$ cat src/rtl/switch_port_regs.svh
// Register offsets, field positions, reset values and fixed codes of the port capability bank
`ifndef SWITCH_PORT_REGS_SVH
`define SWITCH_PORT_REGS_SVH

// ============================================================
// Register offsets (byte addresses in configuration space)
`define PIN_CTRL_OFFSET 8'h74
`define CAP_HDR_OFFSET 8'hc0
`define DEV_CAP_OFFSET 8'hc4

// ============================================================
// Capability header fields
`define CAP_ID_LSB 0
`define CAP_ID_VALUE 8'h10
`define NEXT_PTR_LSB 8
`define NEXT_PTR_VALUE 8'h00
`define CAP_VER_LSB 16
`define CAP_VER_VALUE 4'h2
`define PORT_TYPE_LSB 20
`define PORT_TYPE_UP 4'h5
`define PORT_TYPE_DOWN 4'h6
`define SLOT_BIT 24
`define MSG_NUM_LSB 25
`define MSG_NUM_VALUE 5'h00

// ============================================================
// Device capabilities fields
`define MPS_LSB 0
`define PHANTOM_LSB 3
`define PHANTOM_VALUE 2'h0
`define EXT_TAG_BIT 5
`define L0S_LAT_LSB 6
`define L1_LAT_LSB 9
`define LAT_VALUE 3'h0
`define RBER_BIT 15
`define RBER_RESET 1'b1
`define SPL_VAL_LSB 18
`define SPL_VAL_RESET 8'h00
`define SPL_SCALE_LSB 26
`define SPL_SCALE_RESET 2'h0

// ============================================================
// Pin control fields (upper pins, one nibble each)
`define PIN_FIRST_BIT 24
`define PIN_STRIDE 4
`define PIN_COUNT 2
`define PIN_IN_RESET 1'b1
`define PIN_DIR_RESET 1'b0
`define PIN_OUT_RESET 1'b0

`endif

$ cat src/rtl/switch_port_pkg.sv
// Types shared by the port capability bank
package switch_port_pkg;

  // Maximum payload size codes
  typedef enum logic [2:0] {
    PAYLOAD_128 = 3'h0,
    PAYLOAD_256 = 3'h1,
    PAYLOAD_512 = 3'h2
  } payload_code_t;

  // Configuration address (byte address)
  typedef logic [7:0] cfg_addr_t;

endpackage : switch_port_pkg

$ cat src/rtl/gpio_pin_slice.sv
// One general-purpose pin: sampled input, direction and output value bits
`timescale 1ns/1ps
`default_nettype none
`include "switch_port_regs.svh"

module gpio_pin_slice (
  input wire logic sys_clk_in,      // Core clock
  input wire logic reset_in,        // Synchronous reset, active high
  input wire logic pin_in,          // Level seen on the pin
  input wire logic wr_en_in,        // Write strobe for this nibble
  input wire logic dir_wdata_in,    // New direction value
  input wire logic out_wdata_in,    // New output value
  output logic pin_out,             // Value driven onto the pin
  output logic pin_oe_n_out,        // Low while the pin is driven
  output logic in_state_out,        // Sampled pin level
  output logic dir_state_out,       // Direction bit
  output logic out_state_out        // Output value bit
);

  logic in_reg, in_next;    // Sampled input
  logic dir_reg, dir_next;  // 1 = output
  logic out_reg, out_next;  // Output value

  // Next values for the pin bits
  always_comb begin
    if (reset_in) begin
      in_next = `PIN_IN_RESET;
      dir_next = `PIN_DIR_RESET;
      out_next = `PIN_OUT_RESET;
    end else begin
      in_next = pin_in;
      dir_next = wr_en_in ? dir_wdata_in : dir_reg;
      out_next = wr_en_in ? out_wdata_in : out_reg;
    end
  end

  // Register the pin bits
  always_ff @(posedge sys_clk_in) begin
    in_reg <= in_next;
    dir_reg <= dir_next;
    out_reg <= out_next;
  end

  // Drive only while the direction selects output
  assign pin_out = out_reg;
  assign pin_oe_n_out = ~dir_reg;
  assign in_state_out = in_reg;
  assign dir_state_out = dir_reg;
  assign out_state_out = out_reg;

endmodule : gpio_pin_slice
`default_nettype wire

$ cat src/rtl/switch_port_pcie_capability_regs.sv
// Port capability header, device capabilities and upper pin control registers
`timescale 1ns/1ps
`default_nettype none
`include "switch_port_regs.svh"

// Overview of operation
// - Pin input bits read sampled pin, reset one
// - Direction bits writable, one means output, reset zero
// - Output value driven only when direction is output
// - Capability identifier reads fixed code
// - Next capability pointer always reads zero
// - Capability version always reads two
// - Port type 0101b upstream, 0110b downstream
// - Slot present per port, sideband load overrides
// - Interrupt message number always reads zero
// - Payload codes 128/256/512, sideband overridable
// - Payload strap selects 001b or 010b reset
// - Phantom function support always reads zero
// - Extended tag support always reads zero
// - Both latency fields read-only, reset zero
// - Role-based error bit resets one, overridable
// - Upstream slot power value from message
// - Upstream slot power scale from message
module switch_port_pcie_capability_regs (
  input wire logic sys_clk_in,                          // Core clock, 100 MHz
  input wire logic reset_in,                            // Synchronous reset, active high
  input wire logic upstream_port_in,                    // Strap: 1 = upstream port
  input wire logic payload_size_strap_in,               // Strap: 1 = 512-byte payload
  input wire switch_port_pkg::cfg_addr_t cfg_addr_in,   // Configuration byte address
  input wire logic cfg_rd_in,                           // Configuration read strobe
  input wire logic cfg_wr_in,                           // Configuration write strobe
  input wire logic [31:0] cfg_wdata_in,                 // Write data
  input wire logic [3:0] cfg_be_in,                     // Byte enables
  output logic [31:0] cfg_rdata_out,                    // Read data
  output logic cfg_rvalid_out,                          // Read data valid pulse
  input wire logic sb_load_in,                          // Sideband management load strobe
  input wire logic sb_slot_present_in,                  // Loaded slot-present value
  input wire switch_port_pkg::payload_code_t sb_payload_in, // Loaded payload code
  input wire logic sb_role_err_in,                      // Loaded role-based error value
  input wire logic spl_msg_in,                          // Slot power limit message received
  input wire logic [7:0] spl_value_in,                  // Message power value
  input wire logic [1:0] spl_scale_in,                  // Message power scale
  input wire logic [1:0] gpio_in,                       // Pin levels
  output logic [1:0] gpio_out,                          // Pin drive values
  output logic [1:0] gpio_oe_n_out                      // Pin enables, low drives
);
  import switch_port_pkg::*;

  // ============================================================
  // Captured straps and loadable defaults
  logic upstream_reg, upstream_next;           // Port role
  logic slot_reg, slot_next;                   // Slot present
  payload_code_t mps_reg, mps_next;            // Max payload supported
  logic rber_reg, rber_next;                   // Role-based error reporting
  logic [7:0] spl_val_reg, spl_val_next;       // Captured power value
  logic [1:0] spl_scale_reg, spl_scale_next;   // Captured power scale
  logic sb_payload_ok;                         // Loaded code is not reserved

  // Only the three defined payload codes may be loaded
  always_comb begin
    unique case (sb_payload_in)
      PAYLOAD_128, PAYLOAD_256, PAYLOAD_512: sb_payload_ok = 1'b1;
      default: sb_payload_ok = 1'b0;  // Reserved code
    endcase
  end

  // Next values of the capability state
  always_comb begin
    upstream_next = upstream_reg;
    slot_next = slot_reg;
    mps_next = mps_reg;
    rber_next = rber_reg;
    spl_val_next = spl_val_reg;
    spl_scale_next = spl_scale_reg;
    if (reset_in) begin
      // Straps are caught while reset is held
      upstream_next = upstream_port_in;
      slot_next = ~upstream_port_in;
      mps_next = payload_size_strap_in ? PAYLOAD_512 : PAYLOAD_256;
      rber_next = `RBER_RESET;
      spl_val_next = `SPL_VAL_RESET;
      spl_scale_next = `SPL_SCALE_RESET;
    end else begin
      // Sideband management load replaces defaults
      if (sb_load_in) begin
        slot_next = sb_slot_present_in;
        rber_next = sb_role_err_in;
        if (sb_payload_ok) begin
          mps_next = sb_payload_in;
        end
      end
      // Slot power message captured on the upstream port only
      if (spl_msg_in && upstream_reg) begin
        spl_val_next = spl_value_in;
        spl_scale_next = spl_scale_in;
      end
    end
  end

  // Register the capability state
  always_ff @(posedge sys_clk_in) begin
    upstream_reg <= upstream_next;
    slot_reg <= slot_next;
    mps_reg <= mps_next;
    rber_reg <= rber_next;
    spl_val_reg <= spl_val_next;
    spl_scale_reg <= spl_scale_next;
  end

  // ============================================================
  // Pin control slices
  logic pin_wr;                      // Write to the pin nibbles
  logic [1:0] pin_in_state;          // Sampled levels
  logic [1:0] pin_dir_state;         // Direction bits
  logic [1:0] pin_out_state;         // Output value bits

  // Only the top byte holds the pin nibbles
  assign pin_wr = cfg_wr_in && ({cfg_addr_in[7:2], 2'b00} == `PIN_CTRL_OFFSET) && cfg_be_in[3];

  genvar gi;
  generate
    for (gi = 0; gi < `PIN_COUNT; gi++) begin : g_pin
      gpio_pin_slice u_slice (
        .sys_clk_in(sys_clk_in),
        .reset_in(reset_in),
        .pin_in(gpio_in[gi]),
        .wr_en_in(pin_wr),
        .dir_wdata_in(cfg_wdata_in[`PIN_FIRST_BIT + `PIN_STRIDE * gi + 1]),
        .out_wdata_in(cfg_wdata_in[`PIN_FIRST_BIT + `PIN_STRIDE * gi + 2]),
        .pin_out(gpio_out[gi]),
        .pin_oe_n_out(gpio_oe_n_out[gi]),
        .in_state_out(pin_in_state[gi]),
        .dir_state_out(pin_dir_state[gi]),
        .out_state_out(pin_out_state[gi])
      );
    end
  endgenerate

  // ============================================================
  // Register images
  logic [31:0] cap_hdr_word;   // Capability header
  logic [31:0] dev_cap_word;   // Device capabilities
  logic [31:0] pin_word;       // Upper pin control

  // Assemble the words; every unnamed bit stays zero
  always_comb begin
    cap_hdr_word = 32'h0000_0000;
    cap_hdr_word[`CAP_ID_LSB +: 8] = `CAP_ID_VALUE;
    cap_hdr_word[`NEXT_PTR_LSB +: 8] = `NEXT_PTR_VALUE;
    cap_hdr_word[`CAP_VER_LSB +: 4] = `CAP_VER_VALUE;
    cap_hdr_word[`PORT_TYPE_LSB +: 4] = upstream_reg ? `PORT_TYPE_UP : `PORT_TYPE_DOWN;
    cap_hdr_word[`SLOT_BIT] = slot_reg;
    cap_hdr_word[`MSG_NUM_LSB +: 5] = `MSG_NUM_VALUE;
    dev_cap_word = 32'h0000_0000;
    dev_cap_word[`MPS_LSB +: 3] = mps_reg;
    dev_cap_word[`PHANTOM_LSB +: 2] = `PHANTOM_VALUE;
    dev_cap_word[`EXT_TAG_BIT] = 1'b0;
    dev_cap_word[`L0S_LAT_LSB +: 3] = `LAT_VALUE;
    dev_cap_word[`L1_LAT_LSB +: 3] = `LAT_VALUE;
    dev_cap_word[`RBER_BIT] = rber_reg;
    dev_cap_word[`SPL_VAL_LSB +: 8] = spl_val_reg;
    dev_cap_word[`SPL_SCALE_LSB +: 2] = spl_scale_reg;
    pin_word = 32'h0000_0000;
    for (int i = 0; i < `PIN_COUNT; i++) begin
      pin_word[`PIN_FIRST_BIT + `PIN_STRIDE * i] = pin_in_state[i];
      pin_word[`PIN_FIRST_BIT + `PIN_STRIDE * i + 1] = pin_dir_state[i];
      pin_word[`PIN_FIRST_BIT + `PIN_STRIDE * i + 2] = pin_out_state[i];
    end
  end

  // ============================================================
  // Read port
  logic [31:0] rdata_reg, rdata_next;  // Read data
  logic rvalid_reg, rvalid_next;       // Read answer

  // Decode the read; unmapped words answer zero
  always_comb begin
    rdata_next = rdata_reg;
    rvalid_next = 1'b0;
    if (reset_in) begin
      rdata_next = 32'h0000_0000;
    end else if (cfg_rd_in) begin
      rvalid_next = 1'b1;
      if ({cfg_addr_in[7:2], 2'b00} == `CAP_HDR_OFFSET) begin
        rdata_next = cap_hdr_word;
      end else if ({cfg_addr_in[7:2], 2'b00} == `DEV_CAP_OFFSET) begin
        rdata_next = dev_cap_word;
      end else if ({cfg_addr_in[7:2], 2'b00} == `PIN_CTRL_OFFSET) begin
        rdata_next = pin_word;
      end else begin
        rdata_next = 32'h0000_0000;
      end
    end
  end

  // Register the read answer
  always_ff @(posedge sys_clk_in) begin
    rdata_reg <= rdata_next;
    rvalid_reg <= rvalid_next;
  end

  assign cfg_rdata_out = rdata_reg;
  assign cfg_rvalid_out = rvalid_reg;
endmodule : switch_port_pcie_capability_regs
`default_nettype wire

$ cat config.mk
export PLATFORM = sky130hd
export DESIGN_NAME = switch_port_pcie_capability_regs
export DESIGN_NICKNAME = d
export VERILOG_FILES = /design/src/rtl/switch_port_pkg.sv /design/src/rtl/gpio_pin_slice.sv /design/src/rtl/switch_port_pcie_capability_regs.sv
export VERILOG_INCLUDE_DIRS = /design/src /design/src/rtl
export SDC_FILE = /design/constraint.sdc
export NUM_CORES = 1
export LEC_CHECK = 0
export ABC_AREA = 1
export BUFFER_PORTS_ARGS = -buffer_cell sky130_fd_sc_hd__buf_4
export CAP_MARGIN = 0
export CORE_ASPECT_RATIO = 0.5
export CORE_MARGIN = 4
export CORE_UTILIZATION = 47
export CTS_CLUSTER_DIAMETER = 40
export DETAILED_ROUTE_END_ITERATION = 12
export GPL_TIMING_DRIVEN = 0
export PLACE_DENSITY = 0.9
export RECOVER_POWER = 100
export SLEW_MARGIN = 0
export SYNTH_ARGS = -nofsm -noshare
export SYNTH_HDL_FRONTEND = slang
export SYNTH_HIERARCHICAL = 1
export SYNTH_SLANG_ARGS = --single-unit
$ cat constraint.sdc
create_clock -name sys_clk_in -period 2.9 [get_ports sys_clk_in]
set_input_delay 0 -clock sys_clk_in [delete_from_list [all_inputs] [get_ports sys_clk_in]]
set_output_delay 0 -clock sys_clk_in [all_outputs]
set_load 0.05 [all_outputs]
Word level (Yosys, flattened, before mapping)
Cells that the tools add are included.
- word-level logic and storage cells: 42
- input port bits: 69
- register bits: 55
- bitwise gates (word level): 3
- equality and inequality tests: 5
- mux-type cells: 12
- reduce and logical (&&, ||, !) cells: 8
- operators with widths (kind ; count):
    two-way mux 31 bit ; 3
    == test 6 bit (second input constant) ; 2
    two-way mux 3 bit ; 3
    == test 6 x 5 -> 1 bit (second input constant) ; 1
    two-way mux 1 bit ; 4
    two-way mux 2 bit ; 2
    nonzero test 2 bit ; 2
    == test 3 x 1 -> 1 bit (second input constant) ; 1
    == test 3 x 2 -> 1 bit (second input constant) ; 1
    logical AND 1 bit ; 3
    zero test 3 bit ; 1
    inverter 1 bit ; 3
    OR reduction 3 bit ; 1
    AND reduction 2 bit ; 1

Logic depth before layout (Yosys ltp)
Gate-level depths: netlist of the first run.
- word-level depth: 6
- gate-level depth with buffers: 8
- mapped depth without buffers: 8

Hierarchy
The synthesis of the first run kept the hierarchy.
- modules (own cells, without submodules) (module ; instances ; area each (µm²) ; cells each):
    switch_port_pcie_capability_regs ; 1 ; 1622.8 ; 202
    gpio_pin_slice ; 2 ; 118.9 ; 17

Worst setup path before layout of the first run
Ideal clock, no wire load.
- kind: in2reg
- from: input port cfg_addr_in[3]
- to: register g_pin[0].u_slice.out_reg
- data required time: 2787 ps
- data arrival time: 863 ps
- path buffers: 0
- setup slack: 1924 ps
- setup time: 113 ps
- stages on the path: 8
- cells stage by stage: inv_1 nand2_1 nor2_2 nand2_1 nor2_1 nand2_1 nand2_1 nor2_1
- cells in the longest elaborated chain, start to end: 3
- RTL lines (item ; RTL line ; RTL):
    start: declaration ; switch_port_pcie_capability_regs.sv:29 ; input wire switch_port_pkg::cfg_addr_t cfg_addr_in,
    == test 6 x 5 -> 1 bit (no source line) ; -- ;
    logical AND 1 bit (2 in a row) ; switch_port_pcie_capability_regs.sv:118 ; assign pin_wr = cfg_wr_in && ({cfg_addr_in[7:2], 2'b00} == `PIN_CTRL_OFFSET) && cfg_be_in[3];
    net pin_wr ; switch_port_pcie_capability_regs.sv:112 ; logic pin_wr;
    end signal: assignment ; gpio_pin_slice.sv:41 ; out_reg <= out_next;
    end: declaration ; gpio_pin_slice.sv:22 ; logic out_reg, out_next;
The timed path passes the listed nets, and every way through them passes these cells.
A chain may end at the register's enable or synchronous reset.

Final worst setup path of the first run
- from: input port reset_in
- to: register mps_reg[2] (data pin)
- cells in the longest elaborated chain, start to end: 1
- RTL lines (item ; RTL line ; RTL):
    start: declaration ; switch_port_pcie_capability_regs.sv:26 ; input wire logic reset_in,
    two-way mux 3 bit ; switch_port_pcie_capability_regs.sv:75 ; if (reset_in) begin
    end signal: assignment ; switch_port_pcie_capability_regs.sv:104 ; mps_reg <= mps_next;
    end: declaration ; switch_port_pcie_capability_regs.sv:53 ; payload_code_t mps_reg, mps_next;
Every way passes these cells.

==> impl_metrics.env, run 1 <==
export IMPL_outcome="finished, final reports clean"
export IMPL_grt_pass1_vias=1885
export IMPL_synth_cells=236
export IMPL_hpwl_um=3348
export IMPL_grt_pass1_wl_um=8493
export IMPL_yosys_area_top_type_share_pct=38.74
export IMPL_place_congestion=0.8883
export IMPL_synth_area_leader_cell="dfxtp_1"
export IMPL_p_int_mw=0.8691
export IMPL_first_pass_iters=5
export IMPL_finalClockSkew_ns=0.004207
export IMPL_grtUsageTotal_pct=21.14
export IMPL_dr_total_vias=1935
export IMPL_rsz0062_at_grt="false"
export IMPL_portBuffers=58
export IMPL_worst_path_max_delay_cell="dlygate4sd3_1"
export IMPL_period_needed_ns=1.831
export IMPL_synth_area_mm2=0.001861
export IMPL_vias_per_cell=5.026
export IMPL_power_frac_comb_pct=17.0
export IMPL_antenna_cells=0
export IMPL_arrival_ns=1.87
export IMPL_worst_setup_path_end_kind="flop"
export IMPL_hold_violations=0
export IMPL_critPathMostFrequentCell="clkbuf_1"
export IMPL_fin_ws_ns=1.069
export IMPL_grt_max_degree=13
export IMPL_wl_per_cell_um=13.91
export IMPL_io_pins=106
export IMPL_p_leak_nw=1.126
export IMPL_yosysSeqAreaShare_pct=46.81
export IMPL_antenna_found_initial=0
export IMPL_layout_cells_most_common="nand2_1"
export IMPL_coreArea_mm2=0.003622
export IMPL_htreeDepth=2
export IMPL_drt_initial_drc_count=141
export IMPL_mostFrequentLayoutCells="nand2_1 (56), buf_4 (47), nor2_1 (41)"
export IMPL_power_density_mw_per_mm2=468.1
export IMPL_crit_required_ns=2.94
export IMPL_switching_share_pct=27.90
export IMPL_start_util_pct=51.36
export IMPL_cts_buffer_depth=2
export IMPL_slew_viol_final=0
export IMPL_worst_path_buf_inv=4
export IMPL_p_sw_mw=0.3362
export IMPL_yosysWarnings=6
export IMPL_cp_start_kind="input pin"
export IMPL_path_clk_slew_ns=0.08
export IMPL_dp_slack_ns=1.583
export IMPL_routed_wl_um=5355
export IMPL_worstPathMaxFanout=10
export IMPL_cts_sinks=41
export IMPL_worst_pin_slew_ns=0.6189
export IMPL_final_nets=402
export IMPL_drc=0
export IMPL_cts_root_buffer="clkbuf_8"
export IMPL_area_delta_synth_final_pct=38.40
export IMPL_fmax_mhz=546.3
export IMPL_synth_seq_cells=41
export IMPL_ys_types=25
export IMPL_synth_avg_cell_area_um2=7.884
export IMPL_critPathKind="input pin to flop"
export IMPL_fin_setup_tns_ns=0
export IMPL_grt_overflow=0
export IMPL_setup_viol=0
export IMPL_max_stage_delay_ns=0.52
export IMPL_clkPwrFrac_pct=32.2
export IMPL_die_w_um=96.98
export IMPL_ys_top_cells_by_area="dfxtp_1 (39%), nand2_1 (11%), edfxtp_1 (8.1%)"
export IMPL_max_cap_violations=0
export IMPL_drive_above_1_share_pct=22.16
export IMPL_finalCritPeriodShare_pct=63.12
export IMPL_ir_drop_mv=0.3029
export IMPL_p_seq_share_pct=50.8
export IMPL_insertion_delay_ns=0.29
export IMPL_dieArea_mm2=0.005090
export IMPL_largest_reg_flops=18
export IMPL_final_antenna_net_count=0
export IMPL_cts_made_buffers=5
export IMPL_hold_path_class="input pin to flop"
export IMPL_crit_chain="dlygate4sd3_1 -> clkbuf_1 -> clkbuf_1 -> clkbuf_1 -> nor2_1"
export IMPL_relSlewSlack_pct=58.92
export IMPL_fp_dieH_um=52.49
export IMPL_rows=15
export IMPL_path_delay_family="buffers and inverters"
export IMPL_cts_tree="yes"
-- through the flow --
stage          utilization (%)  area [um2]  total power [mW]  hold WS [ns]  instances
2_1_floorplan                -        1906            0.7443       0.09714        248
3_3_place_gp             66.39        2405            0.8005        0.1869        357
3_5_place_dp             66.39        2405            0.8060        0.1830        357
4_1_cts                  74.44        2696             1.199      0.002963        385
5_1_grt                  71.09        2575             1.247       0.02060        385
6_report                 71.09        2575             1.205      0.001023        385
-- what timing repair did --
| action | in CTS | in global routing |
|---|---|---|
| hold endpoints to repair | 16 | 0 |
| endpoints found under the setup margin | 0 | 0 |
| setup buffers | 0 | 0 |
| gates resized for setup | 0 | 0 |
| hold buffers | 20 | 0 |
-- power by group through the flow --
| stage | combinational, mW | clock (mW) | sequential (mW) |
|---|---|---|---|
| 2_1_floorplan | 0.114 | 0 | 0.631 |
| 5_1_grt | 0.221 | 0.412 | 0.614 |
| 4_1_cts | 0.204 | 0.384 | 0.611 |
| 3_3_place_gp | 0.178 | 0 | 0.623 |
| 6_report | 0.205 | 0.388 | 0.612 |
| 3_5_place_dp | 0.182 | 0 | 0.625 |
-- tightest hold or removal path, delay by kind of cell --
kind / cells / cell delay (ns)
buffers and inverters: 2 / 0.10
and+or+nand+nor: 3 / 0.15
-- layer usage --
layer  routed length (um)  global-route usage, %  share of wire, %  up-vias
met5                    0                      0                 0        -
met4                  265                  13.52               4.9        0
li1                     -                      -                 -      911
met1                 2019                  22.88                38      867
met3                  451                  5.179               8.4       36
met2                 2619                  38.36                49      121
-- cell type report --
| class | count | area (um2) |
|---|---|---|
| clock buffer | 6 | 82.58 |
| timing repair buffer | 78 | 534.3 |
| fill | 286 | 1047 |
| clock inverter | 2 | 8.758 |
| tap | 51 | 63.81 |
| buffer | 25 | 171.4 |
| multi-input combinational | 165 | 779.5 |
| inverter | 17 | 63.81 |
| sequential | 41 | 870.8 |
-- final timing paths --
kind,slack [ns],start,end,depth (start not counted)
worst max-delay path,1.07,reset_in,mps_reg[2],5
worst min-delay path,0.001,cfg_wdata_in[26],g_pin[0].u_slice/out_state_out,5
worst max register to register,1.67,upstream_reg,spl_scale_reg[1],4
worst min register to register,0.47,spl_val_reg[4],cfg_rdata_out[22],2
-- cell usage after synthesis --
library cell and number:
buf_6 2, inv_2 1, nand3_2 8, nand3_1 9
nor2_2 1, nand4_1 3, nor2_4 1, o21ai_0 13
a21oi_1 6, inv_1 15, nand3b_1 1, buf_2 4
conb_1 1, nand2_1 56, a31oi_1 1, clkbuf_1 3
nor3b_4 1, edfxtp_1 5, nor2_1 40, clkinv_1 1
buf_4 16, a21oi_2 9, o21a_1 1, or2_1 2
dfxtp_1 36
-- logic make-up after synthesis --
kind of cell    synth area share, %
compound gates                10.09
buf+inv                       12.78
flops                         46.81
other cells                  0.2016
simple gates                  30.13
Note: power is estimated with default switching activity, not from simulation.
==> run 2: changes to the inputs <==
--- a/config.mk
+++ b/config.mk
@@ -11,11 +11,11 @@
 export CAP_MARGIN = 0
 export CORE_ASPECT_RATIO = 0.5
 export CORE_MARGIN = 4
-export CORE_UTILIZATION = 47
+export CORE_UTILIZATION = 39
 export CTS_CLUSTER_DIAMETER = 40
 export DETAILED_ROUTE_END_ITERATION = 12
 export GPL_TIMING_DRIVEN = 0
-export PLACE_DENSITY = 0.9
+export PLACE_DENSITY = 0.8
 export RECOVER_POWER = 100
 export SLEW_MARGIN = 0
 export SYNTH_ARGS = -nofsm -noshare
==> constraint.sdc (replaced) <==
create_clock -name sys_clk_in -period 1.6 [get_ports sys_clk_in]
set_input_delay 0 -clock sys_clk_in [delete_from_list [all_inputs] [get_ports sys_clk_in]]
set_output_delay 0 -clock sys_clk_in [all_outputs]
set_load 0.05 [all_outputs]
==> run 2 against run 1 <==
Total power rose by 80%. Clock-buffer cell count unchanged. Critical path depth stayed put. Critical path type unchanged.
==> impl_metrics.env, run 2 (synthesis results as in run 1) <==
export IMPL_coreArea_mm2=0.004509
export IMPL_htreeDepth=2
export IMPL_finalClockSkew_ns=0.009660
export IMPL_grt_overflow=0
export IMPL_relSlewSlack_pct=57.41
export IMPL_reg2reg_slack_ns=0.45
export IMPL_seqCellArea_um2=870.8
export IMPL_worst_path_buf_inv=3
export IMPL_cts_buffer_depth=2
export IMPL_rows=17
export IMPL_cts_tree="yes"
export IMPL_fp_dieH_um=56.84
export IMPL_cts_sinks=41
export IMPL_start_util_pct=41.26
export IMPL_layout_cells_most_common="nand2_1"
export IMPL_die_w_um=105.7
export IMPL_fmax_mhz=754.9
export IMPL_first_pass_iters=4
export IMPL_multiInputGateArea_um2=774.5
export IMPL_largest_reg_flops=18
export IMPL_drt_initial_drc_count=84
export IMPL_ir_drop_mv=0.3891
export IMPL_dieArea_mm2=0.006007
export IMPL_hold_path_class="input pin to flop"
export IMPL_drc=0
export IMPL_cp_start_kind="input pin"
export IMPL_setup_viol=0
export IMPL_mostFrequentLayoutCells="nand2_1 (56), buf_4 (47), nor2_1 (40)"
export IMPL_post_cts_buffers=0
export IMPL_grt_pass1_vias=1720
export IMPL_hpwl_um=3426
export IMPL_crit_required_ns=1.57
export IMPL_final_nets=406
export IMPL_p_seq_share_pct=51.1
export IMPL_p_sw_mw=0.5854
export IMPL_final_antenna_net_count=0
export IMPL_worst_setup_path_end_kind="flop"
export IMPL_p_leak_nw=1.156
export IMPL_power_frac_comb_pct=17.1
export IMPL_outcome="finished, final reports clean"
export IMPL_area_delta_synth_final_pct=41.83
export IMPL_cts_root_buffer="clkbuf_8"
export IMPL_fin_ws_ns=0.2753
export IMPL_wl_per_cell_um=11.78
export IMPL_grt_max_degree=13
export IMPL_max_stage_delay_ns=0.52
export IMPL_period_needed_ns=1.325
export IMPL_grt_pass1_wl_um=7741
export IMPL_vias_per_cell=4.495
export IMPL_routed_wl_um=4761
export IMPL_io_pins=106
export IMPL_fill_cells=417
export IMPL_cts_resized=0
export IMPL_fin_setup_tns_ns=0
export IMPL_insertion_delay_ns=0.30
export IMPL_finalCritPeriodShare_pct=82.79
export IMPL_drive_above_1_share_pct=22.78
export IMPL_place_congestion=0.7326
export IMPL_path_delay_family="buffers and inverters"
export IMPL_max_cap_violations=0
export IMPL_p_int_mw=1.583
export IMPL_slew_viol_final=0
export IMPL_rsz0062_at_grt="false"
export IMPL_dr_total_vias=1816
export IMPL_worstPathMaxFanout=10
export IMPL_dp_cells=372
export IMPL_cts_made_buffers=5
export IMPL_power_density_mw_per_mm2=821.9
export IMPL_antenna_cells=0
export IMPL_switching_share_pct=26.99
export IMPL_finalCoreUtilization_pct=58.52
export IMPL_worst_path_max_delay_cell="dlygate4sd3_1"
export IMPL_dp_slack_ns=0.2565
export IMPL_antenna_found_initial=0
export IMPL_stdcell_count=404
export IMPL_worst_pin_slew_ns=0.6416
export IMPL_crit_chain="dlygate4sd3_1 -> buf_4 -> buf_2 -> a21oi_1 -> a31oi_1"
export IMPL_portBuffers=58
export IMPL_fin_hold_ws_ns=0.008503
export IMPL_hold_violations=0
export IMPL_grtUsageTotal_pct=16.45
export IMPL_arrival_ns=1.30
export IMPL_path_clk_slew_ns=0.08
export IMPL_clkPwrFrac_pct=31.8
export IMPL_critPathKind="input pin to flop"
export IMPL_postCtsHoldBufs=24
[run 2: final timing paths]
kind                                        from           endpoint  depth (start not counted)
worst min-delay path            sb_payload_in[2]         mps_reg[2]                          3
worst max register to register      upstream_reg   spl_scale_reg[0]                          4
worst min register to register    spl_val_reg[2]  cfg_rdata_out[20]                          2
worst max-delay path                    reset_in         mps_reg[0]                          5
[run 2: per-layer routing]
metal / vias up / GRT usage (%) / part of all wire [%]
met4: 0 / 8.856 / 3.0
met3: 13 / 4.248 / 5.4
met5: - / 0 / 0
met2: 55 / 29.17 / 50
li1: 917 / - / -
met1: 831 / 18.21 / 41
[run 2: worst reg2reg max path: stages (launching register included)]
cell and delay [ns]:
edfxtp_1 0.43, nand2_1 0.10, clkbuf_1 0.30, o21ai_0 0.13, nor2_1 0.13
[run 2: area by class of cell]
cell class / count / share of cell area (%)
Sequential cell: 41 / 33.00
Multi-Input combinational cell: 165 / 29.35
Timing Repair Buffer: 82 / 22.05
Buffer: 25 / 6.591
Clock buffer: 6 / 3.129
Tap cell: 66 / 3.129
Inverter: 17 / 2.418
Clock inverter: 2 / 0.3319
[run 2: stage by stage]
stage | area, um2 | total power [mW]
after floorplan | 1906 | 1.349
after global placement | 2424 | 1.453
after detailed placement | 2424 | 1.461
after CTS | 2755 | 2.181
after global routing | 2639 | 2.258
final | 2639 | 2.169
[run 2: power groups by stage]
stage	logic, mW	clock network (mW)	registers [mW]
after global routing	0.406	0.740	1.11
after detailed placement	0.330	0	1.13
after floorplan	0.206	0	1.14
final	0.372	0.689	1.11
after global placement	0.323	0	1.13
after CTS	0.376	0.697	1.11
